$ cat config.mk
export PLATFORM = sky130hd
export DESIGN_NAME = i2cs_status_ctrl
export DESIGN_NICKNAME = d
export VERILOG_FILES = /design/src/hdl/i2cs_pkg.sv /design/src/hdl/i2cs_rate_if.sv /design/src/hdl/i2cs_rate_gen.sv /design/src/hdl/i2cs_status_ctrl.sv
export VERILOG_INCLUDE_DIRS = /design/src /design/src/hdl
export SDC_FILE = /design/constraint.sdc
export NUM_CORES = 1
export LEC_CHECK = 0
export BUFFER_PORTS_ARGS = -buffer_cell sky130_fd_sc_hd__buf_4
export CAP_MARGIN = 20
export CORE_MARGIN = 1.5
export CORE_UTILIZATION = 58
export CTS_CLUSTER_SIZE = 24
export DETAILED_ROUTE_END_ITERATION = 7
export GPL_TIMING_DRIVEN = 0
export PLACE_DENSITY = 0.84
export SLEW_MARGIN = 20
export SYNTH_ARGS = -nofsm -noshare
export SYNTH_HDL_FRONTEND = slang
export SYNTH_HIERARCHICAL = 1
export SYNTH_SLANG_ARGS = --single-unit
$ cat constraint.sdc
create_clock -name mclk -period 3.55 [get_ports mclk]
set_input_delay 0.1775 -clock mclk [delete_from_list [all_inputs] [get_ports mclk]]
set_output_delay 0.1775 -clock mclk [all_outputs]
set_load 0.02 [all_outputs]
$ cat src/hdl/i2cs_defines.svh
`ifndef I2CS_DEFINES_SVH
`define I2CS_DEFINES_SVH

// register offsets on the plain register port
`define I2CS_OFS_STATUS 2'h0
`define I2CS_OFS_OUTDATA 2'h1
`define I2CS_OFS_INDATA 2'h2

// status_control_reg bit positions
`define I2CS_BIT_STOP_WR 0
`define I2CS_BIT_STOP_RD 1
`define I2CS_BIT_TX_IE 2
`define I2CS_BIT_TX_EMPTY 3
`define I2CS_BIT_FAST 4
`define I2CS_BIT_BUS_ERR 5
`define I2CS_BIT_RX_IE 6
`define I2CS_BIT_RX_FULL 7

// reset values
`define I2CS_RST_BYTE 8'h00
`define I2CS_RST_TX_EMPTY 1'b1
`define I2CS_RST_CLEAR 1'b0

// clock and bus rates in Hz
`define I2CS_CLK_HZ 32'h0262_5A00
`define I2CS_STD_HZ 32'h0001_86A0
`define I2CS_FAST_HZ 32'h0006_1A80

`endif

$ cat src/hdl/i2cs_pkg.sv
package i2cs_pkg;
    typedef logic [7:0] i2cs_byte_t;
    typedef logic [1:0] i2cs_addr_t;
endpackage

$ cat src/hdl/i2cs_rate_if.sv
`timescale 1ns/10ps
`default_nettype none
interface i2cs_rate_if;
    logic fast_sel;
    logic bit_tick;
    modport ctrl (output fast_sel, input bit_tick);
    modport gen (input fast_sel, output bit_tick);
endinterface
`default_nettype wire

$ cat src/hdl/i2cs_rate_gen.sv
`timescale 1ns/10ps
`default_nettype none
`include "i2cs_defines.svh"
module i2cs_rate_gen #(
    parameter int unsigned CLK_HZ = `I2CS_CLK_HZ,
    parameter int unsigned STD_HZ = `I2CS_STD_HZ,
    parameter int unsigned FAST_HZ = `I2CS_FAST_HZ
) (
    input wire logic mclk,
    input wire logic nrst,
    i2cs_rate_if.gen rate
);
    // cycles of mclk in one serial bit period
    function automatic logic [15:0] period_cycles(input int unsigned hz);
        int unsigned n;
        n = CLK_HZ / hz;
        period_cycles = n[15:0];
    endfunction

    localparam logic [15:0] STD_CYC = period_cycles(STD_HZ);
    localparam logic [15:0] FAST_CYC = period_cycles(FAST_HZ);

    // refuse rates the counter cannot serve
    if (CLK_HZ / FAST_HZ < 2 || CLK_HZ / STD_HZ > 65535 || STD_HZ > FAST_HZ)
    begin : g_chk
        $error("i2cs_rate_gen: unusable clock or bus rate");
    end

    logic [15:0] cnt_ff;
    logic [15:0] nxt_cnt;
    logic tick_ff;
    logic nxt_tick;
    logic [15:0] limit;

    // divider reloads at the period chosen by the speed select
    always_comb
    begin
        limit = rate.fast_sel ? FAST_CYC : STD_CYC;
        nxt_tick = 1'b0;
        if (cnt_ff >= limit - 16'h0001)
        begin
            nxt_cnt = 16'h0000;
            nxt_tick = 1'b1;
        end
        else
        begin
            nxt_cnt = cnt_ff + 16'h0001;
        end
    end

    always_ff @(posedge mclk or negedge nrst)
    begin
        if (!nrst)
        begin
            cnt_ff <= 16'h0000;
            tick_ff <= 1'b0;
        end
        else
        begin
            cnt_ff <= nxt_cnt;
            tick_ff <= nxt_tick;
        end
    end

    assign rate.bit_tick = tick_ff;
endmodule // i2cs_rate_gen
`default_nettype wire

$ cat src/hdl/i2cs_status_ctrl.sv
// Design decisions made here: the register addresses and the plain strobed port.
`timescale 1ns/10ps
`default_nettype none
`include "i2cs_defines.svh"
module i2cs_status_ctrl (
    input wire logic mclk,
    input wire logic nrst,
    input wire i2cs_pkg::i2cs_addr_t reg_addr,
    input wire i2cs_pkg::i2cs_byte_t reg_wdata,
    input wire logic reg_wr,
    input wire logic reg_rd,
    output logic [7:0] reg_rdata,
    input wire logic copy_done,
    input wire logic rx_load,
    input wire i2cs_pkg::i2cs_byte_t rx_byte,
    input wire logic nack,
    output logic xfer_start,
    output logic [7:0] tx_byte,
    output logic stop_after_write,
    output logic stop_after_read,
    output logic fast_mode,
    output logic bit_tick,
    output logic irq
);
    i2cs_rate_if rate_bus ();

    // state flops
    logic stop_wr_ff;
    logic stop_rd_ff;
    logic tx_empty_irq_enable_ff;
    logic tx_buffer_empty_ff;
    logic fast_ff;
    logic bus_err_ff;
    logic rx_ready_irq_enable_ff;
    logic rx_buffer_full_ff;
    i2cs_pkg::i2cs_byte_t output_data_reg_ff;
    i2cs_pkg::i2cs_byte_t input_data_reg_ff;
    i2cs_pkg::i2cs_byte_t rdata_ff;
    logic start_ff;
    logic irq_ff;

    logic nxt_stop_wr;
    logic nxt_stop_rd;
    logic nxt_tx_empty_irq_enable;
    logic nxt_tx_buffer_empty;
    logic nxt_fast;
    logic nxt_bus_err;
    logic nxt_rx_ready_irq_enable;
    logic nxt_rx_buffer_full;
    i2cs_pkg::i2cs_byte_t nxt_output_data_reg;
    i2cs_pkg::i2cs_byte_t nxt_input_data_reg;
    i2cs_pkg::i2cs_byte_t nxt_rdata;
    logic nxt_start;
    logic nxt_irq;

    logic wr_status;
    logic wr_outdata;
    logic rd_indata;
    i2cs_pkg::i2cs_byte_t status_view;

    // a strobe that lands on one register index
    function automatic logic addr_hit(
        input logic strobe,
        input i2cs_pkg::i2cs_addr_t addr,
        input i2cs_pkg::i2cs_addr_t ofs
    );
        addr_hit = strobe && (addr == ofs);
    endfunction

    // address decode of the register port
    assign wr_status = addr_hit(reg_wr, reg_addr, `I2CS_OFS_STATUS);
    assign wr_outdata = addr_hit(reg_wr, reg_addr, `I2CS_OFS_OUTDATA);
    assign rd_indata = addr_hit(reg_rd, reg_addr, `I2CS_OFS_INDATA);

    // status register as software sees it
    always_comb
    begin
        status_view = `I2CS_RST_BYTE;
        status_view[`I2CS_BIT_STOP_WR] = stop_wr_ff;
        status_view[`I2CS_BIT_STOP_RD] = stop_rd_ff;
        status_view[`I2CS_BIT_TX_IE] = tx_empty_irq_enable_ff;
        status_view[`I2CS_BIT_TX_EMPTY] = tx_buffer_empty_ff;
        status_view[`I2CS_BIT_FAST] = fast_ff;
        status_view[`I2CS_BIT_BUS_ERR] = bus_err_ff;
        status_view[`I2CS_BIT_RX_IE] = rx_ready_irq_enable_ff;
        status_view[`I2CS_BIT_RX_FULL] = rx_buffer_full_ff;
    end

    // next values of control bits, flags, data and read port
    always_comb
    begin
        nxt_stop_wr = stop_wr_ff;
        nxt_stop_rd = stop_rd_ff;
        nxt_tx_empty_irq_enable = tx_empty_irq_enable_ff;
        nxt_fast = fast_ff;
        nxt_rx_ready_irq_enable = rx_ready_irq_enable_ff;
        nxt_output_data_reg = output_data_reg_ff;
        nxt_input_data_reg = input_data_reg_ff;
        nxt_tx_buffer_empty = tx_buffer_empty_ff;
        nxt_bus_err = bus_err_ff;
        nxt_rx_buffer_full = rx_buffer_full_ff;
        nxt_start = 1'b0;
        nxt_rdata = `I2CS_RST_BYTE;
        // flag bits 3 and 7 are read-only here, bit 5 only ever clears
        if (wr_status)
        begin
            nxt_stop_wr = reg_wdata[`I2CS_BIT_STOP_WR];
            nxt_stop_rd = reg_wdata[`I2CS_BIT_STOP_RD];
            nxt_tx_empty_irq_enable = reg_wdata[`I2CS_BIT_TX_IE];
            nxt_fast = reg_wdata[`I2CS_BIT_FAST];
            nxt_rx_ready_irq_enable = reg_wdata[`I2CS_BIT_RX_IE];
            if (reg_wdata[`I2CS_BIT_BUS_ERR])
            begin
                nxt_bus_err = 1'b0;
            end
        end
        if (wr_outdata)
        begin
            nxt_output_data_reg = reg_wdata;
            nxt_start = 1'b1;
            nxt_tx_buffer_empty = 1'b0;
        end
        // hardware sets win over clears in the same cycle
        if (copy_done)
        begin
            nxt_tx_buffer_empty = 1'b1;
        end
        if (nack)
        begin
            nxt_bus_err = 1'b1;
        end
        // a load beside the read keeps the flag set, the read sees the old byte
        if (rd_indata)
        begin
            nxt_rx_buffer_full = 1'b0;
        end
        if (rx_load)
        begin
            nxt_input_data_reg = rx_byte;
            nxt_rx_buffer_full = 1'b1;
        end
        if (reg_rd)
        begin
            unique case (reg_addr)
                `I2CS_OFS_STATUS: nxt_rdata = status_view;
                `I2CS_OFS_OUTDATA: nxt_rdata = output_data_reg_ff;
                `I2CS_OFS_INDATA: nxt_rdata = input_data_reg_ff;
                default: nxt_rdata = `I2CS_RST_BYTE; // unmapped reads zero
            endcase
        end
        // interrupt from the new flag and enable values
        nxt_irq = (nxt_tx_buffer_empty && nxt_tx_empty_irq_enable)
            || (nxt_rx_buffer_full && nxt_rx_ready_irq_enable);
    end

    // register all state
    always_ff @(posedge mclk or negedge nrst)
    begin
        if (!nrst)
        begin
            stop_wr_ff <= `I2CS_RST_CLEAR;
            stop_rd_ff <= `I2CS_RST_CLEAR;
            tx_empty_irq_enable_ff <= `I2CS_RST_CLEAR;
            tx_buffer_empty_ff <= `I2CS_RST_TX_EMPTY;
            fast_ff <= `I2CS_RST_CLEAR;
            bus_err_ff <= `I2CS_RST_CLEAR;
            rx_ready_irq_enable_ff <= `I2CS_RST_CLEAR;
            rx_buffer_full_ff <= `I2CS_RST_CLEAR;
            output_data_reg_ff <= `I2CS_RST_BYTE;
            input_data_reg_ff <= `I2CS_RST_BYTE;
            rdata_ff <= `I2CS_RST_BYTE;
            start_ff <= 1'b0;
            irq_ff <= 1'b0;
        end
        else
        begin
            stop_wr_ff <= nxt_stop_wr;
            stop_rd_ff <= nxt_stop_rd;
            tx_empty_irq_enable_ff <= nxt_tx_empty_irq_enable;
            tx_buffer_empty_ff <= nxt_tx_buffer_empty;
            fast_ff <= nxt_fast;
            bus_err_ff <= nxt_bus_err;
            rx_ready_irq_enable_ff <= nxt_rx_ready_irq_enable;
            rx_buffer_full_ff <= nxt_rx_buffer_full;
            output_data_reg_ff <= nxt_output_data_reg;
            input_data_reg_ff <= nxt_input_data_reg;
            rdata_ff <= nxt_rdata;
            start_ff <= nxt_start;
            irq_ff <= nxt_irq;
        end
    end

    // serial bit-rate generator follows the speed select
    assign rate_bus.fast_sel = fast_ff;

    i2cs_rate_gen u_rate (
        .mclk (mclk),
        .nrst (nrst),
        .rate (rate_bus.gen)
    );

    // outputs
    assign reg_rdata = rdata_ff;
    assign xfer_start = start_ff;
    assign tx_byte = output_data_reg_ff;
    assign stop_after_write = stop_wr_ff;
    assign stop_after_read = stop_rd_ff;
    assign fast_mode = fast_ff;
    assign bit_tick = rate_bus.bit_tick;
    assign irq = irq_ff;
endmodule // i2cs_status_ctrl
`default_nettype wire

==> reports/qor.txt, run 1 <==
Cells after synthesis = 168
Iter 0 DRT Violations = 55
Largest net degree at the start of global routing = 52
# port buffers = 45
Worst R2R Start = fast_mode
Antenna violations before repair = 0
DR DRC count = 0
Status = completed
R2r setup slk = 1.76 ns
Routed wire per std cell = 14.9 µm
Post-CTS setup buffers = 0
FMAX = 0.559 GHz
CTS Hold Bufs = 1
Least-Margin Pin Slew = 0.613 ns
Post-synthesis register bit count = 51
Final core occ = 75.3%
Routability Congestion = 0.817
Initial cell density of the core = 60.4%
Die height = 64.7 µm
RSZ-0062 raised after global routing = no
Post-DP HPWL = 3040 µm
Clock Latency Late Sink = 0.30 ns
Worst-path maximum fanout = 10
PD cells = 478 mW/mm²
Logic pwr share = 18.4%
Reg clk slew, reported paths = 0.09 ns
Setup Crit Path Kind = reg2reg
First-pass GRT wire length = 7130 µm
Sequential cell area fraction in the yosys report = 57.8%
Reg power frac = 50.9%
CP Data Required Time = 3.75 ns
Root Driver = clkbuf_8
Worst Hold End = bus_err_ff
Clock power share = 30.7%
Ys Warns = 6
Switching power = 0.000334 W
Net switching share of the total power = 25.3%
Area grow syn2layout = 24.6%
# resized after CTS = 0
Core Area = 0.00366 mm²
Worst hold start = nack
R2R cell count = 6
Die area = 0.00419 mm²
Final period util = 50.4%
Final instance area = 0.00276 mm²
Cell Count, Final, Fillers Out = 275
Ranking of synthesized cells by area = dfrtp_1, mux2_2, ha_1
Vias in the first global route = 1571
Total Nets Final = 258
Placed cell count = 266
TritonCTS Sinks = 51
Avg Vias per Cell = 5.31
Pre-CTS setup slack = 1.77 ns
DRT Pass-1 Iters = 4
I/O pins = 47
Final hold viol count = 0
Antenna viol nets, final = 0
CTS tree = done
Post-synth EDFFs = 0
Critical path arrival = 1.99 ns
Share of cells above drive strength 1 = 35.7%
Hold WC Path Type = in2reg
Via count = 1460
Slew headroom = 59.1%
Primary FF master, synth = dfrtp_1
Final slew viol count = 0
Cell variety after synth = 37
Min setup slack post-route = 1.76 ns
Max-cap viol count = 0
Hold Path Depth = 2
Total GRT Usage = 22.8%
CP Launch Type = register
Most common cell in the synthesized netlist = dfrtp_1
Worst-case clock buffer depth = 2
Num rows = 22
Setup violators final = 0
Die Span X = 64.7 µm
H-tree Lvls = 2
Post-Syn Area per Cell = 13.2 µm²
Number of diodes = 0
Layout Skew = 0.00807 ns
Commonest cells post-synth = dfrtp_1, mux2_2, nor2_1
Final TNS setup = 0 ns
Tmin final = 1.79 ns
Asr flop ratio synth = 100%
Leak = 1.32 nW
Dpl cell area = 0.00263 mm²
Pint = 0.000984 W
Clock buffer count from CTS = 5
GRT overflow = 0
Wirelength, routed = 4100 µm
CP Capture Type = register
Leading area contributor after synthesis = dfrtp_1
Synth top area share = 56.6%
Peak VDD IR = 0.337 mV
Post-Syn Area = 0.00221 mm²
Crit Reg-Reg Endpoint = u_rate/cnt_ff[5]
-- power by group through the flow --
stage	Combinational (W)	Clock, W	Sequential, W
6_report	0.000242	0.000405	0.000671
4_1_cts	0.000244	0.000413	0.000671
3_3_place_gp	0.000234	0	0.000677
3_5_place_dp	0.000241	0	0.000682
5_1_grt	0.000262	0.000435	0.000678
2_1_floorplan	0.0000896	0	0.000717
-- kinds of logic (layout without fill, tap and decap cells) --
kind of cell | count (synthesis) | count (layout) | share of synthesized area [%]
compound gates | 18 | 18 | 6.45
xor+xnor | 8 | 8 | 3.17
fa+ha+maj | 7 | 7 | 3.96
buf+inv | 9 | 63 | 2.60
flops | 51 | 51 | 57.8
mux | 29 | 29 | 14.7
other cells | 1 | 6 | 0.170
simple gates | 45 | 45 | 11.2
-- how the worst max path moves through the flow --
stage	slack, ns	endpoint	cells after the start	startpoint
after global placement	1.82	u_rate/cnt_ff[9]	6	fast_mode
final	1.76	u_rate/cnt_ff[5]	6	fast_mode
after CTS	1.76	u_rate/cnt_ff[5]	6	fast_mode
after detailed placement	1.77	u_rate/cnt_ff[5]	6	fast_mode
after global routing	1.65	u_rate/cnt_ff[5]	6	fast_mode
after floorplan	1.80	u_rate/cnt_ff[3]	6	fast_mode
-- cell type report --
class / count / area [µm²]
flip-flops and latches: 51 / 1280
fillers: 248 / 906
multi-input cells: 113 / 895
repair buffers: 46 / 348
clock buffers: 6 / 82.6
well taps: 48 / 60.1
plain buffers: 6 / 46.3
clock inverters: 2 / 35.0
inverters: 3 / 11.3
-- per-layer routing --
metal / vias to the layer above / share of wire [%] / GRT usage [%]
met1: 716 / 43 / 29.9
met2: 43 / 49 / 36.1
met3: 8 / 5.6 / 5.56
met5: - / 0 / 0
li1: 693 / - / -
met4: 0 / 1.7 / 10.4
-- cells in the final DEF (no fill, tap or decap), drive strengths merged --
cell type	netlist	routed
xor2	7	7
nor4	2	2
a21o	4	4
clkbuf	2	8
and2	1	1
o211a	1	1
nand2b	1	1
dfstp	1	1
nand3	3	3
mux2	21	21
nand4	3	3
inv	3	3
buf	4	49
nand2	9	9
xnor2	1	1
a21boi	7	7
dlygate4sd3	0	1
nor2	10	10
a21oi	3	3
bufinv	0	1
dfrtp	50	50
o2bb2ai	1	1
and2b	1	1
conb	1	6
and4	1	1
nand3b	2	2
nand4b	1	1
nor3b	1	1
a22o	1	1
or3b	1	1
clkinv	0	1
and3	2	2
or2	7	7
mux2i	8	8
o311ai	1	1
ha	7	7
-- stage by stage --
stage               hold slack, ns  power, W
floorplan                   -0.118  0.000807
global placement             0.214  0.000911
detailed placement           0.235  0.000924
CTS                         0.0484   0.00133
global route                0.0534   0.00137
finish                      0.0539   0.00132
-- worst max-delay path, cell delays in order (launching register included) --
cell and delay [ns]:
dfrtp_1 0.48, ha_1 0.35, a21oi_1 0.06, or3b_2 0.45, o311ai_2 0.10, buf_6 0.19
nor2_1 0.06
-- state kept, by name (all words and copies together), names as in the netlist, 8 cells and up --
| register | count |
|---|---|
| u_rate/cnt_ff | 16 |
| input_data_reg_ff | 8 |
| reg_rdata | 8 |
| tx_byte | 8 |
Power figures use the tool's default switching activity.
==> run 2: changes to the inputs <==
--- a/config.mk
+++ b/config.mk
@@ -9,11 +9,11 @@
 export BUFFER_PORTS_ARGS = -buffer_cell sky130_fd_sc_hd__buf_4
 export CAP_MARGIN = 20
 export CORE_MARGIN = 1.5
-export CORE_UTILIZATION = 58
+export CORE_UTILIZATION = 48
 export CTS_CLUSTER_SIZE = 24
 export DETAILED_ROUTE_END_ITERATION = 7
 export GPL_TIMING_DRIVEN = 0
-export PLACE_DENSITY = 0.84
+export PLACE_DENSITY = 0.74
 export SLEW_MARGIN = 20
 export SYNTH_ARGS = -nofsm -noshare
 export SYNTH_HDL_FRONTEND = slang
==> constraint.sdc (replaced) <==
create_clock -name mclk -period 1.63 [get_ports mclk]
set_input_delay 0.0815 -clock mclk [delete_from_list [all_inputs] [get_ports mclk]]
set_output_delay 0.0815 -clock mclk [all_outputs]
set_load 0.02 [all_outputs]
==> reports/qor.txt, run 2 (synthesis gave the netlist of run 1 again) <==
Clock buffer count from CTS = 5 (unchanged)
Wirelength, routed = 4360 µm (+6.3%)
Share of cells above drive strength 1 = 38.1% (+2.4 points)
Multi-input gate area = 965 µm² (+7.8%)
Reg clk slew, reported paths = 0.10 ns (about the same)
TritonCTS Sinks = 51 (unchanged)
Die area = 0.00502 mm² (+20%)
CP Launch Type = register
Routed wire per std cell = 15.0 µm (+0.49%)
RSZ-0062 raised after global routing = yes
Max-cap viol count = 0 (unchanged)
Status = complete, but fails checks
Via count = 1490 (+2.1%)
DR DRC count = 0 (unchanged)
Die height = 70.9 µm (+9.5%)
Antenna violations before repair = 0 (unchanged)
Layout Skew = 0.0149 ns (+0.00679 ns)
Final-layout fill cell count = 345 (+39%)
Worst-path maximum fanout = 6 (-4)
Total Nets Final = 270 (+4.7%)
Routability Congestion = 0.771 (-5.6%)
Tmin final = 1.69 ns (-0.102 ns)
Root Driver = clkbuf_8
Min setup slack post-route = -0.0571 ns (-1.82 ns)
Antenna viol nets, final = 0 (unchanged)
CP Data Required Time = 1.83 ns (-1.92 ns)
Leak = 1.35 nW (+2.3%)
Initial cell density of the core = 50.4% (-10 points)
Setup violators final = 9 (+9)
Final period util = 104% (+53 points)
Worst-case clock buffer depth = 2 (unchanged)
Crit path max-delay family = flip-flops
Slowest stage delay, CP = 0.50 ns (+0.02 ns)
Buf/Inv on CP = 2 (+1)
Most frequent cells in the layout = dfrtp_1, buf_4, mux2_2
Crit. Startpoint = fast_mode
Cell Count, Final, Fillers Out = 291 (+5.8%)
First-pass GRT wire length = 7310 µm (+2.4%)
FMAX = 0.593 GHz (+6.0%)
Biggest register = u_rate/cnt_ff
Largest net degree at the start of global routing = 52 (unchanged)
Num rows = 24 (+9.1%)
Critical path arrival = 1.89 ns (-0.10 ns)
Core Area = 0.00438 mm² (+20%)
Slowest CP cell = dfrtp_2
Post-DP HPWL = 2990 µm (-1.5%)
Worst R2R Start = fast_mode
Iter 0 DRT Violations = 53 (-3.6%)
Least-Margin Pin Slew = 0.613 ns (-0.000424 ns)
Worst hold start = rx_byte[1]
FF/Latch Area = 0.00128 mm² (about the same)
I/O pins = 47 (unchanged)
Final slew viol count = 0 (unchanged)
CTS tree = done
Number of diodes = 0 (unchanged)
Largest register FFs = 16 (unchanged)
Clock Latency Late Sink = 0.31 ns (about the same)
Vias in the first global route = 1522 (-3.1%)
Placed cell count = 270 (+1.5%)
CP Capture Type = register
Pre-CTS setup slack = -0.0755 ns (-1.84 ns)
# port buffers = 45 (unchanged)
Area grow syn2layout = 32.4%
GRT overflow = 0 (unchanged)
Die Span X = 70.9 µm (+9.5%)
Setup Crit Path Kind = reg2reg
Avg Vias per Cell = 5.12 (-3.6%)
PD cells = 949 mW/mm² (+99%)
DRT Pass-1 Iters = 4 (unchanged)
Slew headroom = 59.2% (about the same)
Final core occ = 66.8% (-8.5 points)
H-tree Lvls = 2 (unchanged)
Peak VDD IR = 0.759 mV (+130%)
Worst-path cell chain = buf_4 -> ha_1 -> a21oi_2 -> o311ai_4 -> buf_6 -> nor2_1
Hold WC Path Type = in2reg
Most common cell after layout, fill and taps aside = dfrtp_1
Final hold viol count = 0 (unchanged)
Failing checks = negative setup slack
Total GRT Usage = 18.8% (-4.0 points)
[run 2: cell count changes in the layout (fill, tap and decap cells not counted), moves of 2 or more]
cell           previous run  this run
a21oi_1                   3         1
a21oi_2                   0         2
clkinvlp_4                0         2
dlygate4sd3_1             1        11
ha_1                      7         3
ha_4                      0         4
[run 2: cell type report]
class	count	area share [%]
sequential	51	43.7
clock inverter	3	0.812
inverter	3	0.470
clock buffer	5	2.35
tap	52	2.22
timing repair buffer	58	15.9
multi-input combinational	113	32.9
buffer	6	1.58
[run 2: path summary, 6_finish.rpt]
path                                             end  slack [ns]  cells past startpoint
worst max-delay path                u_rate/cnt_ff[5]       -0.06                      6
worst min-delay path            input_data_reg_ff[1]        0.01                      2
worst max register to register      u_rate/cnt_ff[5]       -0.06                      6
worst min register to register            bus_err_ff        0.50                      1
max in group asynchronous                  fast_mode        0.85                      2
min in group asynchronous               reg_rdata[2]        0.33                      2
[run 2: stage by stage]
stage                     cell area, µm²  setup TNS [ns]  hold WS (ns)  power, W
after floorplan                     2270         -0.0211        -0.214   0.00177
after global placement              2670          -0.609         0.146   0.00201
after detailed placement            2670          -0.645         0.145   0.00203
after CTS                           2850          -0.377      0.000902   0.00279
after global routing                2930           -1.24      0.000294   0.00293
final                               2930          -0.425       0.00951   0.00278
[run 2: timing repair]
action                                 in CTS  in global routing
pin swaps                                   2                  2
setup endpoints to repair                  10                 11
gates cloned                                1                  0
buffers inserted                            1                  0
hold buffers                                6                  5
gates resized for setup                     3                  4
endpoints found under the hold margin      55                  5
[run 2: layer usage]
layer | GRT usage, % | up-vias | share of wire (%)
met1 | 25.2 | 734 | 46
met5 | 0 | - | 0
li1 | - | 722 | -
met3 | 4.56 | 2 | 4.4
met4 | 4.61 | 0 | 0.66
met2 | 31.2 | 32 | 49
[run 2: power by group]
group | internal (W) | switching, W | total (W)
clock | 0.000308 | 0.000434 | 0.000741
combinational | 0.000297 | 0.000277 | 0.000575
sequential | 0.00138 | 0.0000811 | 0.00146
